<file path="src/hdl/iusch_regs.svh">
// Register offsets, field positions and reset values of the scheduler
`ifndef IUSCH_REGS_SVH
`define IUSCH_REGS_SVH

`define IUSCH_UFRAMES        8
`define IUSCH_CNT_W          12
`define IUSCH_RES_W          3

`define IUSCH_OFF_CTRL       8'h00
`define IUSCH_OFF_MASK       8'h04
`define IUSCH_OFF_RESULT     8'h08
`define IUSCH_OFF_STAT       8'h0c
`define IUSCH_OFF_COUNT0     8'h10
`define IUSCH_OFF_COUNT7     8'h2c

`define IUSCH_FRAME_HI       7
`define IUSCH_FRAME_LO       3
`define IUSCH_TOKEN_LO       8
`define IUSCH_TOKEN_HI       9

`define IUSCH_TOKEN_OUT      2'h0
`define IUSCH_TOKEN_IN       2'h1

`define IUSCH_RES_TXN_ERR    0
`define IUSCH_RES_BABBLE     1
`define IUSCH_RES_UNDERRUN   2

`define IUSCH_RST_FRAME      8'h00
`define IUSCH_RST_TOKEN      2'h0
`define IUSCH_RST_MASK       8'h00

`endif

</file>
<file path="src/hdl/iusch_pkg.sv">
// Types shared by the isochronous microframe scheduler
package iusch_pkg;
  typedef enum logic [0:0] {
    ST_IDLE,
    ST_BUSY
  } iusch_state_t;
  typedef logic [11:0] iusch_count_t;
  typedef logic [2:0]  iusch_result_t;
  typedef logic [2:0]  iusch_uframe_t;
  typedef logic [4:0]  iusch_frame_t;
endpackage : iusch_pkg

</file>
<file path="src/hdl/iusch_store_if.sv">
// Carrier between the scheduler and its per-microframe result store
`timescale 1ns/1ps
`default_nettype none
interface iusch_store_if;
  logic [7:0]        upd_sel;
  logic [11:0]       upd_count;
  logic [2:0]        upd_result;
  logic [7:0][11:0]  counts;
  logic [7:0][2:0]   results;
  modport ctrl (output upd_sel, output upd_count, output upd_result,
                input counts, input results);
  modport store (input upd_sel, input upd_count, input upd_result,
                 output counts, output results);
endinterface : iusch_store_if
`default_nettype wire

</file>
<file path="src/hdl/iusch_top.sv">
// Isochronous microframe scheduler with Wishbone register access
//
// Added by the designer: the register offsets and register access over Wishbone.
`timescale 1ns/1ps
`default_nettype none
`include "iusch_regs.svh"

module iusch_top (
  input  wire logic                  ref_clk,
  input  wire logic                  sys_rst,
  input  wire logic                  wb_cyc_i,
  input  wire logic                  wb_stb_i,
  input  wire logic                  wb_we_i,
  input  wire logic [7:0]            wb_adr_i,
  input  wire logic [3:0]            wb_sel_i,
  input  wire logic [31:0]           wb_dat_i,
  output logic [31:0]                wb_dat_o,
  output logic                       wb_ack_o,
  input  wire logic                  sof_pulse,
  input  wire iusch_pkg::iusch_frame_t  bus_frame,
  input  wire iusch_pkg::iusch_uframe_t bus_uframe,
  output logic                       xfer_req,
  output iusch_pkg::iusch_uframe_t   xfer_uframe,
  output logic                       xfer_dir_in,
  input  wire logic                  xfer_done,
  input  wire iusch_pkg::iusch_count_t  xfer_rx_count,
  input  wire logic                  xfer_txn_err,
  input  wire logic                  xfer_babble,
  input  wire logic                  xfer_underrun
);
  import iusch_pkg::*;

  ////////////////////////////////////////////////////////////////////////
  // Descriptor state written by software and by the scheduler

  logic [7:0]      frame_byte_ff;
  logic [1:0]      token_ff;
  logic [7:0]      mask_ff;
  logic [7:0]      nxt_mask;
  iusch_state_t    state_ff;
  iusch_state_t    nxt_state;
  iusch_uframe_t   cur_uf_ff;
  logic            dir_in_ff;
  logic            ack_ff;
  logic [31:0]     rd_data_ff;

  ////////////////////////////////////////////////////////////////////////
  // Wishbone decode

  logic            bus_req;
  logic            wr_now;
  logic            hit_ctrl;
  logic            hit_mask;
  logic            hit_result;
  logic            hit_stat;
  logic            hit_count;
  logic [2:0]      count_idx;
  logic [7:0]      count_off;
  logic [31:0]     rd_mux;

  assign bus_req    = wb_cyc_i & wb_stb_i;
  // Writes land on the edge at which the master samples ack
  assign wr_now     = bus_req & wb_we_i & ack_ff;
  assign hit_ctrl   = (wb_adr_i == `IUSCH_OFF_CTRL);
  assign hit_mask   = (wb_adr_i == `IUSCH_OFF_MASK);
  assign hit_result = (wb_adr_i == `IUSCH_OFF_RESULT);
  assign hit_stat   = (wb_adr_i == `IUSCH_OFF_STAT);
  assign hit_count  = (wb_adr_i >= `IUSCH_OFF_COUNT0) &&
                      (wb_adr_i <= `IUSCH_OFF_COUNT7) &&
                      (wb_adr_i[1:0] == 2'h0);
  assign count_off  = wb_adr_i - `IUSCH_OFF_COUNT0;
  assign count_idx  = count_off[4:2];

  iusch_store_if   st_if ();

  // Unmapped addresses still ack, reading as zero
  assign rd_mux =
    hit_ctrl   ? {22'h0, token_ff, frame_byte_ff} :
    hit_mask   ? {24'h0, mask_ff} :
    hit_result ? {8'h0, st_if.results} :
    hit_stat   ? {16'h0, 7'h0, (state_ff == ST_BUSY), bus_frame,
                  bus_uframe} :
    hit_count  ? {20'h0, st_if.counts[count_idx]} :
                 32'h0;

  always_ff @(posedge ref_clk or posedge sys_rst) begin
    if (sys_rst) begin
      ack_ff     <= 1'b0;
      rd_data_ff <= 32'h0;
    end else begin
      ack_ff     <= bus_req & ~ack_ff;
      rd_data_ff <= (bus_req & ~ack_ff) ? rd_mux : rd_data_ff;
    end
  end

  assign wb_ack_o = ack_ff;
  assign wb_dat_o = rd_data_ff;

  ////////////////////////////////////////////////////////////////////////
  // Frame byte and token

  always_ff @(posedge ref_clk or posedge sys_rst) begin
    if (sys_rst) begin
      frame_byte_ff <= `IUSCH_RST_FRAME;
      token_ff      <= `IUSCH_RST_TOKEN;
    end else if (wr_now && hit_ctrl) begin
      if (wb_sel_i[0])
        frame_byte_ff <= wb_dat_i[7:0];
      if (wb_sel_i[1])
        token_ff <= wb_dat_i[`IUSCH_TOKEN_HI:`IUSCH_TOKEN_LO];
    end
  end

  ////////////////////////////////////////////////////////////////////////
  // Frame match and microframe selection

  logic            frame_match;
  logic            uf_active;
  logic            token_in;
  logic            start_xfer;
  logic            finish_ok;

  // Low three bits of the frame byte never take part in the compare
  assign frame_match = (frame_byte_ff[`IUSCH_FRAME_HI:`IUSCH_FRAME_LO] ==
                        bus_frame);
  assign uf_active   = mask_ff[bus_uframe];
  assign token_in    = (token_ff == `IUSCH_TOKEN_IN);
  assign start_xfer  = (state_ff == ST_IDLE) & sof_pulse &
                       frame_match & uf_active;
  // A finish outside the matching frame or on a cleared bit ends the request but clears no mask bit and writes nothing back
  assign finish_ok   = (state_ff == ST_BUSY) & xfer_done &
                       frame_match & mask_ff[cur_uf_ff];

  ////////////////////////////////////////////////////////////////////////
  // Scheduler state

  always_comb begin
    nxt_state = state_ff;
    unique case (state_ff)
      ST_IDLE: begin
        if (start_xfer)
          nxt_state = ST_BUSY;
      end
      ST_BUSY: begin
        if (xfer_done)
          nxt_state = ST_IDLE;
      end
    endcase
  end

  always_ff @(posedge ref_clk or posedge sys_rst) begin
    if (sys_rst) begin
      state_ff  <= ST_IDLE;
      cur_uf_ff <= 3'h0;
      dir_in_ff <= 1'b0;
    end else begin
      state_ff <= nxt_state;
      if (start_xfer) begin
        cur_uf_ff <= bus_uframe;
        dir_in_ff <= token_in;
      end
    end
  end

  assign xfer_req    = (state_ff == ST_BUSY);
  assign xfer_uframe = cur_uf_ff;
  assign xfer_dir_in = dir_in_ff;

  ////////////////////////////////////////////////////////////////////////
  // Active mask: software sets, hardware clears after processing

  logic [7:0]      sw_set;
  logic [7:0]      hw_clr;

  assign sw_set = (wr_now && hit_mask && wb_sel_i[0]) ? wb_dat_i[7:0]
                                                      : 8'h00;
  assign hw_clr = finish_ok ? (8'h01 << cur_uf_ff) : 8'h00;

  // A software set in the clearing cycle wins, so a new request survives
  assign nxt_mask = (mask_ff & ~hw_clr) | sw_set;

  always_ff @(posedge ref_clk or posedge sys_rst) begin
    if (sys_rst)
      mask_ff <= `IUSCH_RST_MASK;
    else
      mask_ff <= nxt_mask;
  end

  ////////////////////////////////////////////////////////////////////////
  // Write-back of count and result after the transaction

  logic [2:0]      res_code;

  assign res_code[`IUSCH_RES_TXN_ERR]  = xfer_txn_err;
  assign res_code[`IUSCH_RES_BABBLE]   = xfer_babble & dir_in_ff;
  assign res_code[`IUSCH_RES_UNDERRUN] = xfer_underrun & ~dir_in_ff;

  // Fields move only on the finish of the transaction itself
  assign st_if.upd_sel    = hw_clr;
  assign st_if.upd_count  = xfer_rx_count;
  assign st_if.upd_result = res_code;

  iusch_store #(
    .NUM_UF (`IUSCH_UFRAMES)
  ) u_store (
    .ref_clk (ref_clk),
    .sys_rst (sys_rst),
    .st      (st_if.store)
  );

endmodule : iusch_top
`default_nettype wire

</file>
<file path="src/hdl/iusch_store.sv">
// Per-microframe received-byte counts and result codes
`timescale 1ns/1ps
`default_nettype none
module iusch_store #(
  parameter int NUM_UF = 8
) (
  input  wire logic           ref_clk,
  input  wire logic           sys_rst,
  iusch_store_if.store        st
);
  import iusch_pkg::*;

  logic [NUM_UF-1:0][11:0] count_ff;
  logic [NUM_UF-1:0][2:0]  result_ff;

  ////////////////////////////////////////////////////////////////////////
  // Only the selected slot moves; the others keep their last outcome
  always_ff @(posedge ref_clk or posedge sys_rst) begin
    if (sys_rst) begin
      count_ff  <= '0;
      result_ff <= '0;
    end else begin
      for (int i = 0; i < NUM_UF; i++) begin
        if (st.upd_sel[i]) begin
          count_ff[i]  <= st.upd_count;
          result_ff[i] <= st.upd_result;
        end
      end
    end
  end

  assign st.counts  = count_ff;
  assign st.results = result_ff;
endmodule : iusch_store
`default_nettype wire

</file>
<file path="config.mk">
export PLATFORM = sky130hd
export DESIGN_NAME = iusch_top
export DESIGN_NICKNAME = d
export VERILOG_FILES = /design/src/hdl/iusch_pkg.sv /design/src/hdl/iusch_store_if.sv /design/src/hdl/iusch_top.sv /design/src/hdl/iusch_store.sv
export VERILOG_INCLUDE_DIRS = /design/src /design/src/hdl
export SDC_FILE = /design/constraint.sdc
export NUM_CORES = 1
export LEC_CHECK = 0
export BUFFER_PORTS_ARGS = -buffer_cell sky130_fd_sc_hd__buf_2
export CAP_MARGIN = 20
export CORE_ASPECT_RATIO = 0.5
export CORE_MARGIN = 5
export CORE_UTILIZATION = 45
export DETAILED_ROUTE_END_ITERATION = 10
export GPL_TIMING_DRIVEN = 0
export HOLD_SLACK_MARGIN = 0.03
export PLACE_DENSITY = 0.68
export SLEW_MARGIN = 10
export SYNTH_ARGS = -nofsm -noshare
export SYNTH_HDL_FRONTEND = slang
export SYNTH_HIERARCHICAL = 1
export SYNTH_SLANG_ARGS = --single-unit
</file>
<file path="constraint.sdc">
create_clock -name ref_clk -period 3.7 [get_ports ref_clk]
set_clock_uncertainty 0.15 [all_clocks]
set_input_delay 0.555 -clock ref_clk [delete_from_list [all_inputs] [get_ports ref_clk]]
set_output_delay 0.555 -clock ref_clk [all_outputs]
set_load 0.03 [all_outputs]
</file>
Word level (Yosys, flattened, before mapping) --
Index checks and enable logic that the tools add are counted. Widths: inputs -> output; s select.
Word-level totals: input bits 74, output and inout bits 38, logic and storage cells 79, register bits 176
Cells by class: magnitude comparators 5, bitwise operators 18, muxes and demuxes 16, add/subtract/negate cells 1, reductions and logical operators 9, shift-type cells 1, eq/ne operators 5
Operators with widths (count):
- $mux 24 | 3
- $bmux 12 s3 | 1
- $mux 12 | 3
- $eq 8x4->1 const B | 2
- $mux 8 | 2
- $and 1x1->1 | 12
- $lt 3x4->1 const B | 3
- $and 8x8->8 | 1
- $eq 8x3->1 const B | 1
- $ge 8x5->1 const B | 1
- $le 8x6->1 const B | 1
- $logic_not 8->1 | 1
- $not 8->8 | 1
- $or 8x8->8 | 1
- $shl 1x3->8 const A | 1
- $bmux 1 s3 | 2
- $eq 5x5->1 | 1
- $logic_and 1x1->1 | 5
- $sub 5x5->5 const B | 1
- $mux 1 | 4
- $reduce_and 2->1 | 2
- $not 1->1 | 3
- $eq 2x1->1 const B | 1
- $logic_not 2->1 | 1
- $pmux 1 s2 | 1

Logic depth before layout (Yosys ltp) --
Gate-level depths: netlist (run 1).
depth after elaboration 8, mapped depth 8, mapped depth without buffers 5

By module --
Netlist (run 1), hierarchy kept.
Modules (own cells, without submodules):
- iusch_store | cells each 257, times used 1, seq. area each 3002.9 sq um, area an instance 4908.5 sq um
- iusch_top | cells each 288, times used 1, seq. area each 1201.2 sq um, area an instance 3392.0 sq um

Least setup slack after synthesis (run 1) --
No wires, ideal clock.
path type input to register, start input port bus_frame[2], end register u_store.count_ff, in the netlist u_store/st.counts[12], path buffers 3, library setup time 0.125 ns, arrival 2.095 ns, slack 1.330 ns, stages on the path 8, cells stage by stage xor2_1 > nor3_1 > clkbuf_1 > and3_1 > and3_1 > buf_6 > buf_12 > mux2_4
On the way: longest elaborated chain between the ends 4
RTL lines:
- from (decl) | RTL line iusch_top.sv:20 | input wire iusch_pkg::iusch_frame_t bus_frame,
- $eq 5x5->1 | RTL line iusch_top.sv:124 | assign frame_match = (frame_byte_ff[`IUSCH_FRAME_HI:`IUSCH_FRAME_LO] ==
- $and 1x1->1 | RTL line iusch_top.sv:131 | assign finish_ok = (state_ff == ST_BUSY) & xfer_done &
- $and 1x1->1 | RTL line iusch_top.sv:132 | frame_match & mask_ff[cur_uf_ff];
- $mux 8 | RTL line iusch_top.sv:177 | assign hw_clr = finish_ok ? (8'h01 << cur_uf_ff) : 8'h00;
- named net hw_clr[1] | RTL line iusch_top.sv:173 | logic [7:0] hw_clr;
- to (signal, indexed assignment) | RTL line iusch_store.sv:25 | count_ff[i] <= st.upd_count;
- to (decl) | RTL line iusch_store.sv:13 | logic [NUM_UF-1:0][11:0] count_ff;
The timed path passes the listed nets, and every way through them passes these cells. A chain may end at the register's enable or synchronous reset.

Worst setup path after layout (run 1) --
start register frame_byte_ff[5], end register u_store.count_ff, in the netlist u_store/st.counts[87]
On the way: longest elaborated chain between the ends 4
RTL lines:
- from (decl) | RTL line iusch_top.sv:36 | logic [7:0] frame_byte_ff;
- from (signal assigned) | RTL line iusch_top.sv:104 | frame_byte_ff <= `IUSCH_RST_FRAME;
- from (signal assigned) | RTL line iusch_top.sv:108 | frame_byte_ff <= wb_dat_i[7:0];
- $eq 5x5->1 | RTL line iusch_top.sv:124
- $and 1x1->1 | RTL line iusch_top.sv:131
- $and 1x1->1 | RTL line iusch_top.sv:132
- $mux 8 | RTL line iusch_top.sv:177
- named net hw_clr[7] | RTL line iusch_top.sv:173
The timed path passes the listed nets, and every way through them passes these cells.

==> implementation parameters, run 1 <==
Parameter                              Value

Status
  Status ... finished, final reports clean

STA
  Worst Max-Slew Pin Slew ... 0.908 ns
  Slew HR ... between 30% and 40%
  Endpoints failing hold ... 0
  Setup WS post-layout ... approximately 1.1 ns
  Post-layout minimum cycle time ... ~2.6 ns
  Setup repair after global routing missed its margin ... false
  Fin. max-slew vios ... 0
  Share of the clock period used by the worst path after layout ... 70.7%
  Endpoints failing setup ... 0
  Fin Setup TNS ... 0 ns
  Fmax ... roughly 0.38 GHz

Clock network
  Clock insertion delay at the later pin of the skew report ... approximately 0.43 ns
  Cts-stage hold buffer count ... 1
  Number of clock sinks seen by CTS ... around 170
  Register clock-pin slew on the reported worst setup and hold paths ... about 0.070 ns
  Cell at the root of the clock tree ... clkbuf_16
  Count of H-tree levels built during CTS ... 4
  Inserted Clock Buffers ... 17
  Post-cts gate resize count ... 0
  Setup Fix Bufs, Post-CTS ... 0
  Clock tree from TritonCTS ... built
  Maximum clock insertion buffer count ... 2

Routing
  Detailed Routing Iterations Pass 1 ... 4
  Wirelength, routed ... 20,400 µm
  Initial DRC Count ... 416
  Post-route antenna net violation count ... 0
  Routed vias/inst ... roughly 5.6
  Total via count in the routed design ... 5,090
  DR DRC count ... 0
  Post-DR wirelength/cell ... between 20 and 25 µm

Placement
  Post-detailed-placement half-perimeter wirelength ... 14,500 µm
  Post-Place Setup Slack ... 0.910 ns
  Routability Congestion ... slightly below 0.9
  Count of input and output buffers ... 77

Logic synthesis
  Count of flip-flops with a built-in enable after synthesis ... 0
  Post-synth ARST share ... between 90% and 100%
  Primary flip-flop cell chosen by synthesis mapping ... dfrtp_1
  Mean instance size in the synthesized netlist ... 15.2 µm²
  Fraction of the yosys area taken by sequential cells ... 50.6%
  Register bit total from synthesis ... roughly 170
  Post-Syn Instances ... between 500 and 600
  Synth warnings ... 6
  Top-area cell type share of the netlist area ... 50.6%
  Cell taking the most area after synthesis ... dfrtp_1
  Cell types occupying the most area after synthesis ... dfrtp_1, mux2_4, mux4_2, mux2_2, a22o_1
  Synthesized cell area ... 8300 µm²
  Post-synthesis cell type count ... between 50 and 60

Floorplanning
  Number of top-level design ports ... approximately 110
  Number of placement rows ... 35
  Core area ... around 18,000 µm²
  Die Ht ... 106 µm
  Die area ... 21,400 µm²
  Initial core utilization ... between 40% and 50%
  Width of the die ... about 200 µm

Worst setup path
  Logic depth of the worst register-to-register path ... 8
  Required @ worst endpoint ... roughly 3.9 ns
  Critical path, cell by cell ... xor2_1 > nor3_1 > clkbuf_1 > and3_1 > and3_1 > buf_6 > buf_12 > mux2_4
  Number of cells on the critical path ... 8
  Worst setup path class ... flop to flop
  Delay of the slowest critical-path stage ... slightly above 0.4 ns
  Top cell family by delay on the critical path ... simple AND/OR/NAND/NOR gates
  Endpoint class of the critical path ... flop
  Slowest stage cell, crit path ... dfrtp_1
  Worst setup SP type ... flop
  Critical path buffer and inverter count ... 3
  Cell repeated most along the worst path ... and3_1
  Data arrival time of the critical path ... around 2.8 ns
  Crit path max fanout ... 10

Layout
  Proportion of layout cells with a drive suffix above 1 ... 48.8%
  # diodes ... 0
  Number of nets at the end of the flow ... slightly above 700
  Commonest non-fill, non-tap cell in the layout ... dfrtp_1
  Area grow syn2layout ... 17.0%
  Commonest cells after routing, fill and taps aside ... dfrtp_1, mux2_4, buf_2, mux2_2, mux4_2

Hold path
  Number of cells on the worst hold path ... 2
  Worst hold-check path type ... input port to flop

Global routing
  GRT Residual Overflow ... 0
  Vias in the first global route ... between 5,000 and 6,000
  Tot GR Track Use ... 19.6%
  Largest net degree at the start of global routing ... 39
  Initial antenna violation count ... 1
  Wire length of the first global-routing pass ... between 30,000 and 40,000 µm

Pwr
  Share of total power consumed by net switching ... 26.4%
  P_sw ... 1.04 mW
  Proportion of power drawn by combinational gates ... 6.9%
  Part of the power in registers ... 47.1%
  Static Leak ... 4.74 nW
  Clock network fraction of total power ... 46.0%
  Final Power ... ~4 mW
  P per Cell Area ... ~410 nW/µm²
  Power Internal ... between 2 and 3 mW
  Maximum resistive drop on vdd ... ~260 µV

Flow run
  Count of max-cap constraint violations ... 0
## synthesized netlist by cell type (3+ instances only)
| cell type | number |
|---|---|
| buf_2 | 8 |
| clkbuf_1 | 6 |
| and3_1 | 9 |
| buf_12 | 8 |
| a22o_1 | 22 |
| nor2b_1 | 8 |
| and2_1 | 4 |
| mux4_2 | 28 |
| mux2i_1 | 12 |
| mux2_2 | 48 |
| dfrtp_1 | 168 |
| inv_1 | 8 |
| a21oi_1 | 14 |
| nand4_1 | 7 |
| nand2b_1 | 3 |
| mux2_4 | 88 |
| o21ai_0 | 4 |
| buf_6 | 10 |
| a22oi_1 | 9 |
| buf_4 | 12 |
| nor2_1 | 16 |
| o22ai_1 | 7 |
| nand2_1 | 5 |
| xor2_1 | 5 |
| a32o_1 | 3 |
## kinds of logic (layout without fill, tap and decap cells)
logic type,count (synthesis),in the layout,share of synthesized area [%]
muxes,176,176,31.5
DFF,168,168,50.6
and+or+nand+nor,71,71,5.50
AOI/OAI and AO/OA,70,70,6.23
buffers and inverters,54,168,5.58
xor gates and xnor gates,5,5,0.528
other,1,8,0.0452
## layout make-up
class                           count  area [µm²]
Buffer                             45         429
Timing Repair Buffer               82         475
Inverter                            9        37.5
Multi-Input combinational cell    330        3660
Clock inverter                     15         176
Sequential cell                   168        4200
Clock buffer                       17         425
Fill cell                        1507        8550
Tap cell                          240         300
## power groups by stage
stage	registers (mW)	clock network (mW)	logic [mW]
final	1.86	1.82	0.274
after global placement	1.90	0	0.259
after floorplan	1.92	0	0.131
after global routing	1.86	1.93	0.300
after detailed placement	1.90	0	0.274
after CTS	1.86	1.84	0.276
## final timing paths
| path | from | to | slack, ns |
|---|---|---|---|
| max | frame_byte_ff[5] | u_store/st.counts[87] | 1.08 |
| min | wb_dat_i[6] | mask_ff[6] | 0.20 |
| max reg2reg | frame_byte_ff[5] | u_store/st.counts[87] | 1.08 |
| min reg2reg | u_store/st.results[14] | wb_dat_o[14] | 0.34 |
| max in group asynchronous | sys_rst | u_store/st.counts[79] | 1.69 |
| min in group asynchronous | sys_rst | wb_dat_o[14] | 0.55 |
## through the flow
stage                     hold slack (ns)  instances  area [µm²]  utilization, %
final                               0.198        906        9710            53.2
after global routing                0.197        906        9710            53.2
after CTS                           0.190        906        9710            53.2
after floorplan                     0.312        552        8330               -
after global placement              0.328        869        9020            49.4
after detailed placement            0.327        873        9100            49.8
## flip-flops by register name (all words and copies together) (netlist names)
register            cells
u_store/st.results     24
mask_ff                 8
frame_byte_ff           8
wb_ack_o                1
wb_dat_o               24
token_ff                2
xfer_dir_in             1
u_store/st.counts      96
xfer_uframe             3
xfer_req                1
## per-layer routing
layer  up-vias  routed length, µm  track usage [%]
li1       2244                  -                -
met3        22                974             3.90
met2       135               9500             30.3
met1      2687               9740             28.5
met4         2                223             4.92
met5         -                 13                0
No activity file was read; power rests on OpenSTA's default activity.
==> inputs of run 2 (changes only) <==
Settings changed: ABC_AREA set to 1.
Clock period 3.7 ns to 2.2 ns, I/O delays scaled along.
==> implementation parameters, run 2 <==
Parameter                              Value

Layout
  Sequential cell area ... approximately 4200 µm²
  Multi-input combinational cell area ... ~3700 µm²
  Proportion of layout cells with a drive suffix above 1 ... a little under a fifth
  Max FFs per register ... 96
  Number of nets at the end of the flow ... ~1,400
  Commonest non-fill, non-tap cell in the layout ... nand2_1
  Area grow syn2layout ... 18.8%
  Final cell count without fillers ... 1,615
  Fill cell count ... between 1,500 and 2,000
  # diodes ... 0
  Commonest cells after routing, fill and taps aside ... nand2_1, dfrtp_1, inv_1, buf_2, nor2_1
  Fin util ... a little over half
  Post-route cell area ... 10,600 µm²

Clock network
  Number of clock sinks seen by CTS ... 168
  Clock insertion delay at the later pin of the skew report ... approximately 0.44 ns
  Inserted Clock Buffers ... 17
  Cell at the root of the clock tree ... clkbuf_16
  Maximum clock insertion buffer count ... 2
  Register clock-pin slew on the reported worst setup and hold paths ... 0.07 ns
  Clock tree from TritonCTS ... built
  Count of H-tree levels built during CTS ... 4

Routing
  Post-route antenna net violation count ... 0
  Post-DR wirelength/cell ... about 16 µm
  Routed vias/inst ... just under 5
  Detailed Routing Iterations Pass 1 ... 6
  Wirelength, routed ... between 20,000 and 30,000 µm
  Initial DRC Count ... approximately 720
  Total via count in the routed design ... just under 8,000
  DR DRC count ... 0

STA
  Setup repair after global routing missed its margin ... true
  Slew HR ... 61.3%
  Setup WS post-layout ... 0.111 ns
  Worst Max-Slew Pin Slew ... 0.580 ns
  Post-layout minimum cycle time ... 2.09 ns
  Endpoints failing setup ... 0
  Fin. max-slew vios ... 0
  Endpoints failing hold ... 0
  Fmax ... between 0.4 and 0.5 GHz
  Worst-case hold slack ... around 0.050 ns
  Share of the clock period used by the worst path after layout ... roughly 95%
  Fin Setup TNS ... 0 ns

Worst setup path
  Critical path, cell by cell ... inv_1 > nand2_4 > nor2_1 > a21oi_1 > nand3_1 > nand2_4 > nand2_4 > nor3_2 > buf_6 > inv_4 > buf_6 > nand2_1 > nand2_1
  Worst setup SP type ... flop
  FF-to-FF setup slack ... about 0.11 ns
  Start of the worst register-to-register path ... xfer_uframe[0]
  Endpoint class of the critical path ... flop
  Cell repeated most along the worst path ... nand2_4
  Slowest stage cell, crit path ... dfrtp_2
  Delay of the slowest critical-path stage ... between 0.4 and 0.5 ns
  Data arrival time of the critical path ... ~2.3 ns
  Required @ worst endpoint ... 2.37 ns
  Crit path max fanout ... 10
  Logic depth of the worst register-to-register path ... 13
  Endpoint of the lowest-slack register-to-register path ... u_store/st.counts[21]
  Worst setup path class ... flop to flop

Logic synthesis
  Register bit total from synthesis ... about 170
  Top-area cell type share of the netlist area ... about 47%
  Post-Syn Instances ... 1,213
  Fraction of the yosys area taken by sequential cells ... between 40% and 50%
  Synth warnings ... 6
  Cell types occupying the most area after synthesis ... dfrtp_1, nand2_1, inv_1, buf_6, nand2_2
  Mean instance size in the synthesized netlist ... approximately 7.4 µm²
  Top cell types by occurrence after synthesis ... nand2_1, dfrtp_1, inv_1
  Count of flip-flops with a built-in enable after synthesis ... 0
  Post-synthesis cell type count ... 40
  Synthesized cell area ... 8930 µm²
  Post-synth ARST share ... 100%
  Cell taking the most area after synthesis ... dfrtp_1
  Top-count cell post-synth ... nand2_1
  Primary flip-flop cell chosen by synthesis mapping ... dfrtp_1

Pwr
  Power Internal ... about 4.8 mW
  Clock network fraction of total power ... 42.6%
  Static Leak ... about 5.9 nW
  Final Power ... approximately 6.7 mW
  P_sw ... 1.86 mW
  P per Cell Area ... around 630 nW/µm²
  Proportion of power drawn by combinational gates ... 10.6%
  Share of total power consumed by net switching ... 27.8%
  Part of the power in registers ... between 40% and 50%
  Maximum resistive drop on vdd ... slightly above 300 µV

Hold path
  Startpoint of the worst hold path ... wb_sel_i[1]
  Destination of the worst hold path ... token_ff[0]
  Worst hold-check path type ... input port to flop
  Number of cells on the worst hold path ... 3

Placement
  Placed cell area ... 9690 µm²
  Post-detailed-placement half-perimeter wirelength ... ~19,000 µm
  Post-Place Setup Slack ... -0.285 ns
  Routability Congestion ... 0.959
  Count of input and output buffers ... 64
  Total placed cells including tap cells ... 1,554

Floorplanning
  Initial core utilization ... a little under half
  Die Ht ... 110 µm
  Width of the die ... 209 µm
  Number of placement rows ... 36
  Number of top-level design ports ... roughly 110
  Core area ... between 15,000 and 20,000 µm²
  Die area ... roughly 23,000 µm²

Global routing
  GRT Residual Overflow ... 0
  Vias in the first global route ... 7,720
  Tot GR Track Use ... 23.6%
  Wire length of the first global-routing pass ... about 42,000 µm
  Largest net degree at the start of global routing ... 37
  Initial antenna violation count ... 0

Flow run
  Count of max-cap constraint violations ... 0

Status
  Status ... finished, final reports clean
run 2: layer usage:
metal / share of wire (%) / track usage (%)
met2: 44 / 37.8
met4: 2.4 / 8.28
met5: 0 / 0
met1: 47 / 32.6
met3: 6.6 / 4.36
run 2: critical path: cells and delay by family (launching register included):
family	cells	cell delay, ns
buffers and inverters	4	0.48
flip-flops	1	0.45
AO/OA/AOI/OAI	1	0.12
AND/OR/NAND/NOR	8	0.77
run 2: worst max-delay path by stage:
stage | startpoint | slack [ns] | to
6_report | xfer_uframe[0] | 0.11 | u_store/st.counts[21]
5_1_grt | xfer_uframe[0] | -0.03 | u_store/st.counts[19]
4_1_cts | xfer_uframe[0] | -0.01 | u_store/st.results[17]
3_5_place_dp | bus_frame[1] | -0.28 | u_store/st.results[17]
3_3_place_gp | sys_rst | -0.60 | u_store/st.counts[28]
2_1_floorplan | xfer_uframe[1] | 0.1 | u_store/st.counts[68]
run 2: final cells by class:
| type | instances | area share, % |
|---|---|---|
| well taps | 266 | 3.14 |
| flip-flops and latches | 168 | 39.7 |
| clock buffers | 18 | 4.14 |
| clock inverters | 14 | 1.11 |
| multi-input cells | 855 | 35.1 |
| inverters | 123 | 4.69 |
| repair buffers | 97 | 6.25 |
| plain buffers | 74 | 5.86 |
run 2: power groups by stage:
| stage | registers [mW] | clock network [mW] | logic, mW |
|---|---|---|---|
| 6_report | 3.14 | 2.85 | 0.712 |
| 2_1_floorplan | 3.23 | 0 | 0.378 |
| 3_3_place_gp | 3.19 | 0 | 0.626 |
| 3_5_place_dp | 3.19 | 0 | 0.649 |
| 4_1_cts | 3.13 | 2.88 | 0.684 |
| 5_1_grt | 3.14 | 3.03 | 0.783 |
run 2: logic make-up (layout without fill, tap and decap cells):
family                 after synthesis  after routing  share of synthesized area [%]
AND/OR/NAND/NOR                    788            788                           36.5
multiplexers                         3              3                          0.420
flip-flops                         168            168                           47.1
XOR/XNOR                             3              3                          0.294
AO/OA/AOI/OAI                       53             53                           3.25
other                                1              8                         0.0420
buffers and inverters              197            326                           12.4
run 2: what timing repair did:
action                                  CTS  global route
setup buffers                             2             9
pin swaps                                 1             3
cloned                                    0             0
hold buffers                             18             0
endpoints found under the hold margin   102             0
resized for setup                         6            18
endpoints found under the setup margin   94           111
==> inputs of run 3 (changes only) <==
Settings changed: BUFFER_PORTS_ARGS -buffer_cell sky130_fd_sc_hd__buf_2 to -buffer_cell sky130_fd_sc_hd__buf_4.
==> implementation parameters, run 3 (same netlist as run 2, synthesis figures left out) <==
Parameter                              Value

Status
  Status ... finished, final reports clean

Routing
  Post-route antenna net violation count ... 0
  Post-DR wirelength/cell ... about 16 µm
  Wirelength, routed ... about 26,000 µm
  Total via count in the routed design ... ~8,000
  Routed vias/inst ... approximately 5
  Detailed Routing Iterations Pass 1 ... 5
  DR DRC count ... 0
  Initial DRC Count ... just under 800

STA
  Fmax ... 0.481 GHz
  Worst-case hold slack ... 0.0524 ns
  Share of the clock period used by the worst path after layout ... between 90% and 100%
  Post-layout minimum cycle time ... just over 2 ns
  Worst Max-Slew Pin Slew ... roughly 0.58 ns
  Endpoints failing hold ... 0
  Fin. max-slew vios ... 0
  Endpoints failing setup ... 0
  Slew HR ... about 60%

Worst setup path
  Critical path, cell by cell ... inv_1 > nand2_4 > nor2_1 > a21oi_1 > nand3_1 > nand2_4 > nand2_8 > nor3_4 > buf_6 > inv_6 > buf_12 > nand2_2 > nand2_1
  Required @ worst endpoint ... ~2.4 ns
  Worst setup SP type ... flop
  Worst setup path class ... flop to flop
  Delay of the slowest critical-path stage ... around 0.46 ns
  Cell repeated most along the worst path ... nand2_4
  Crit path max fanout ... 10
  Slowest stage cell, crit path ... dfrtp_2
  Data arrival time of the critical path ... 2.24 ns
  Endpoint class of the critical path ... flop

Layout
  Area grow syn2layout ... 21.1%
  Final cell count without fillers ... ~1,600
  Max FFs per register ... 96
  # diodes ... 0
  Number of nets at the end of the flow ... 1,410
  Commonest cells after routing, fill and taps aside ... nand2_1, dfrtp_1, inv_1, buf_4, nor2_1
  Proportion of layout cells with a drive suffix above 1 ... about 19%
  Commonest non-fill, non-tap cell in the layout ... nand2_1

Clock network
  Cell at the root of the clock tree ... clkbuf_16
  Number of clock sinks seen by CTS ... around 170
  Inserted Clock Buffers ... 17
  Maximum clock insertion buffer count ... 2
  Count of H-tree levels built during CTS ... 4
  Clock tree from TritonCTS ... built
  Register clock-pin slew on the reported worst setup and hold paths ... about 0.070 ns
  Clock insertion delay at the later pin of the skew report ... between 0.4 and 0.5 ns

Floorplanning
  Number of placement rows ... 36
  Die Ht ... between 100 and 150 µm
  Initial core utilization ... 45.9%
  Width of the die ... 209 µm
  Core area ... 19,500 µm²
  Die area ... 22,900 µm²
  Number of top-level design ports ... ~110

Global routing
  GRT Residual Overflow ... 0
  Initial antenna violation count ... 0
  Wire length of the first global-routing pass ... between 40,000 and 50,000 µm
  Vias in the first global route ... 7,691
  Tot GR Track Use ... between 20% and 30%
  Largest net degree at the start of global routing ... 37

Placement
  Total placed cells including tap cells ... around 1,600
  Count of input and output buffers ... 64
  Post-detailed-placement half-perimeter wirelength ... between 15,000 and 20,000 µm
  Routability Congestion ... between 0.9 and 1

Pwr
  Static Leak ... 5.98 nW
  Final Power ... approximately 7 mW
  P per Cell Area ... 633 nW/µm²
  Maximum resistive drop on vdd ... 367 µV

Hold path
  Worst hold-check path type ... input port to flop

Flow run
  Count of max-cap constraint violations ... 0
## run 3: area by class of cell
cell class              instances  area [µm²]
repair buffers                 97         843
plain buffers                  74         618
multi-input cells             855        3740
clock inverters                13         120
well taps                     266         333
clock buffers                  19         453
fillers                      1882        8650
inverters                     123         498
flip-flops and latches        168        4210
## run 3: path summary, 6_finish.rpt
kind / start / end / slack (ns) / depth (start not counted)
setup / recovery: xfer_uframe[0] / u_store/st.counts[71] / 0.12 / 13
hold / removal: wb_sel_i[1] / token_ff[0] / 0.05 / 3
setup reg to reg: xfer_uframe[0] / u_store/st.counts[71] / 0.12 / 13
hold reg to reg: u_store/st.counts[93] / u_store/st.counts[93] / 0.32 / 2
max in group asynchronous: sys_rst / u_store/st.counts[12] / 0.74 / 5
min in group asynchronous: sys_rst / wb_dat_o[19] / 0.32 / 3
## run 3: routing by layer
layer	part of all wire, %	GRT usage (%)
met5	0	0
met4	2.3	7.31
met3	7.2	5.25
met2	44	36.6
met1	47	31.6
## run 3: report_power, final
group	internal [mW]	leakage (nW)	total (mW)	switching, mW
clock	1.63	0.282	2.95	1.32
combinational	0.265	3.40	0.749	0.485
sequential	3.11	2.30	3.14	0.0257
total	5.01	5.98	6.84	1.83
## run 3: worst max-delay path: cells and delay by family (launching register included)
family / cells / cell delay, ns
and+or+nand+nor: 8 / 0.78
buffers and inverters: 4 / 0.47
DFF: 1 / 0.46
AOI/OAI and AO/OA: 1 / 0.11
## run 3: what timing repair did
item                                    4_1_cts  5_1_grt
endpoints found under the setup margin       90      113
hold endpoints to repair                     94        0
pin swaps                                     1        7
setup buffers                                 2        8
resized for setup                             8       18
hold buffers                                 18        0
## run 3: per-stage QoR
stage,utilization (%),instance area (µm²),setup slack [ns],setup TNS (ns)
6_report,55.5,10800,0.121,0
5_1_grt,55.5,10800,-0.0141,-0.0303
4_1_cts,54.9,10700,0.0196,0
3_5_place_dp,50.8,9880,-0.337,-13.10
3_3_place_gp,50.2,9770,-0.581,-85.51
2_1_floorplan,-,8960,0.0970,0
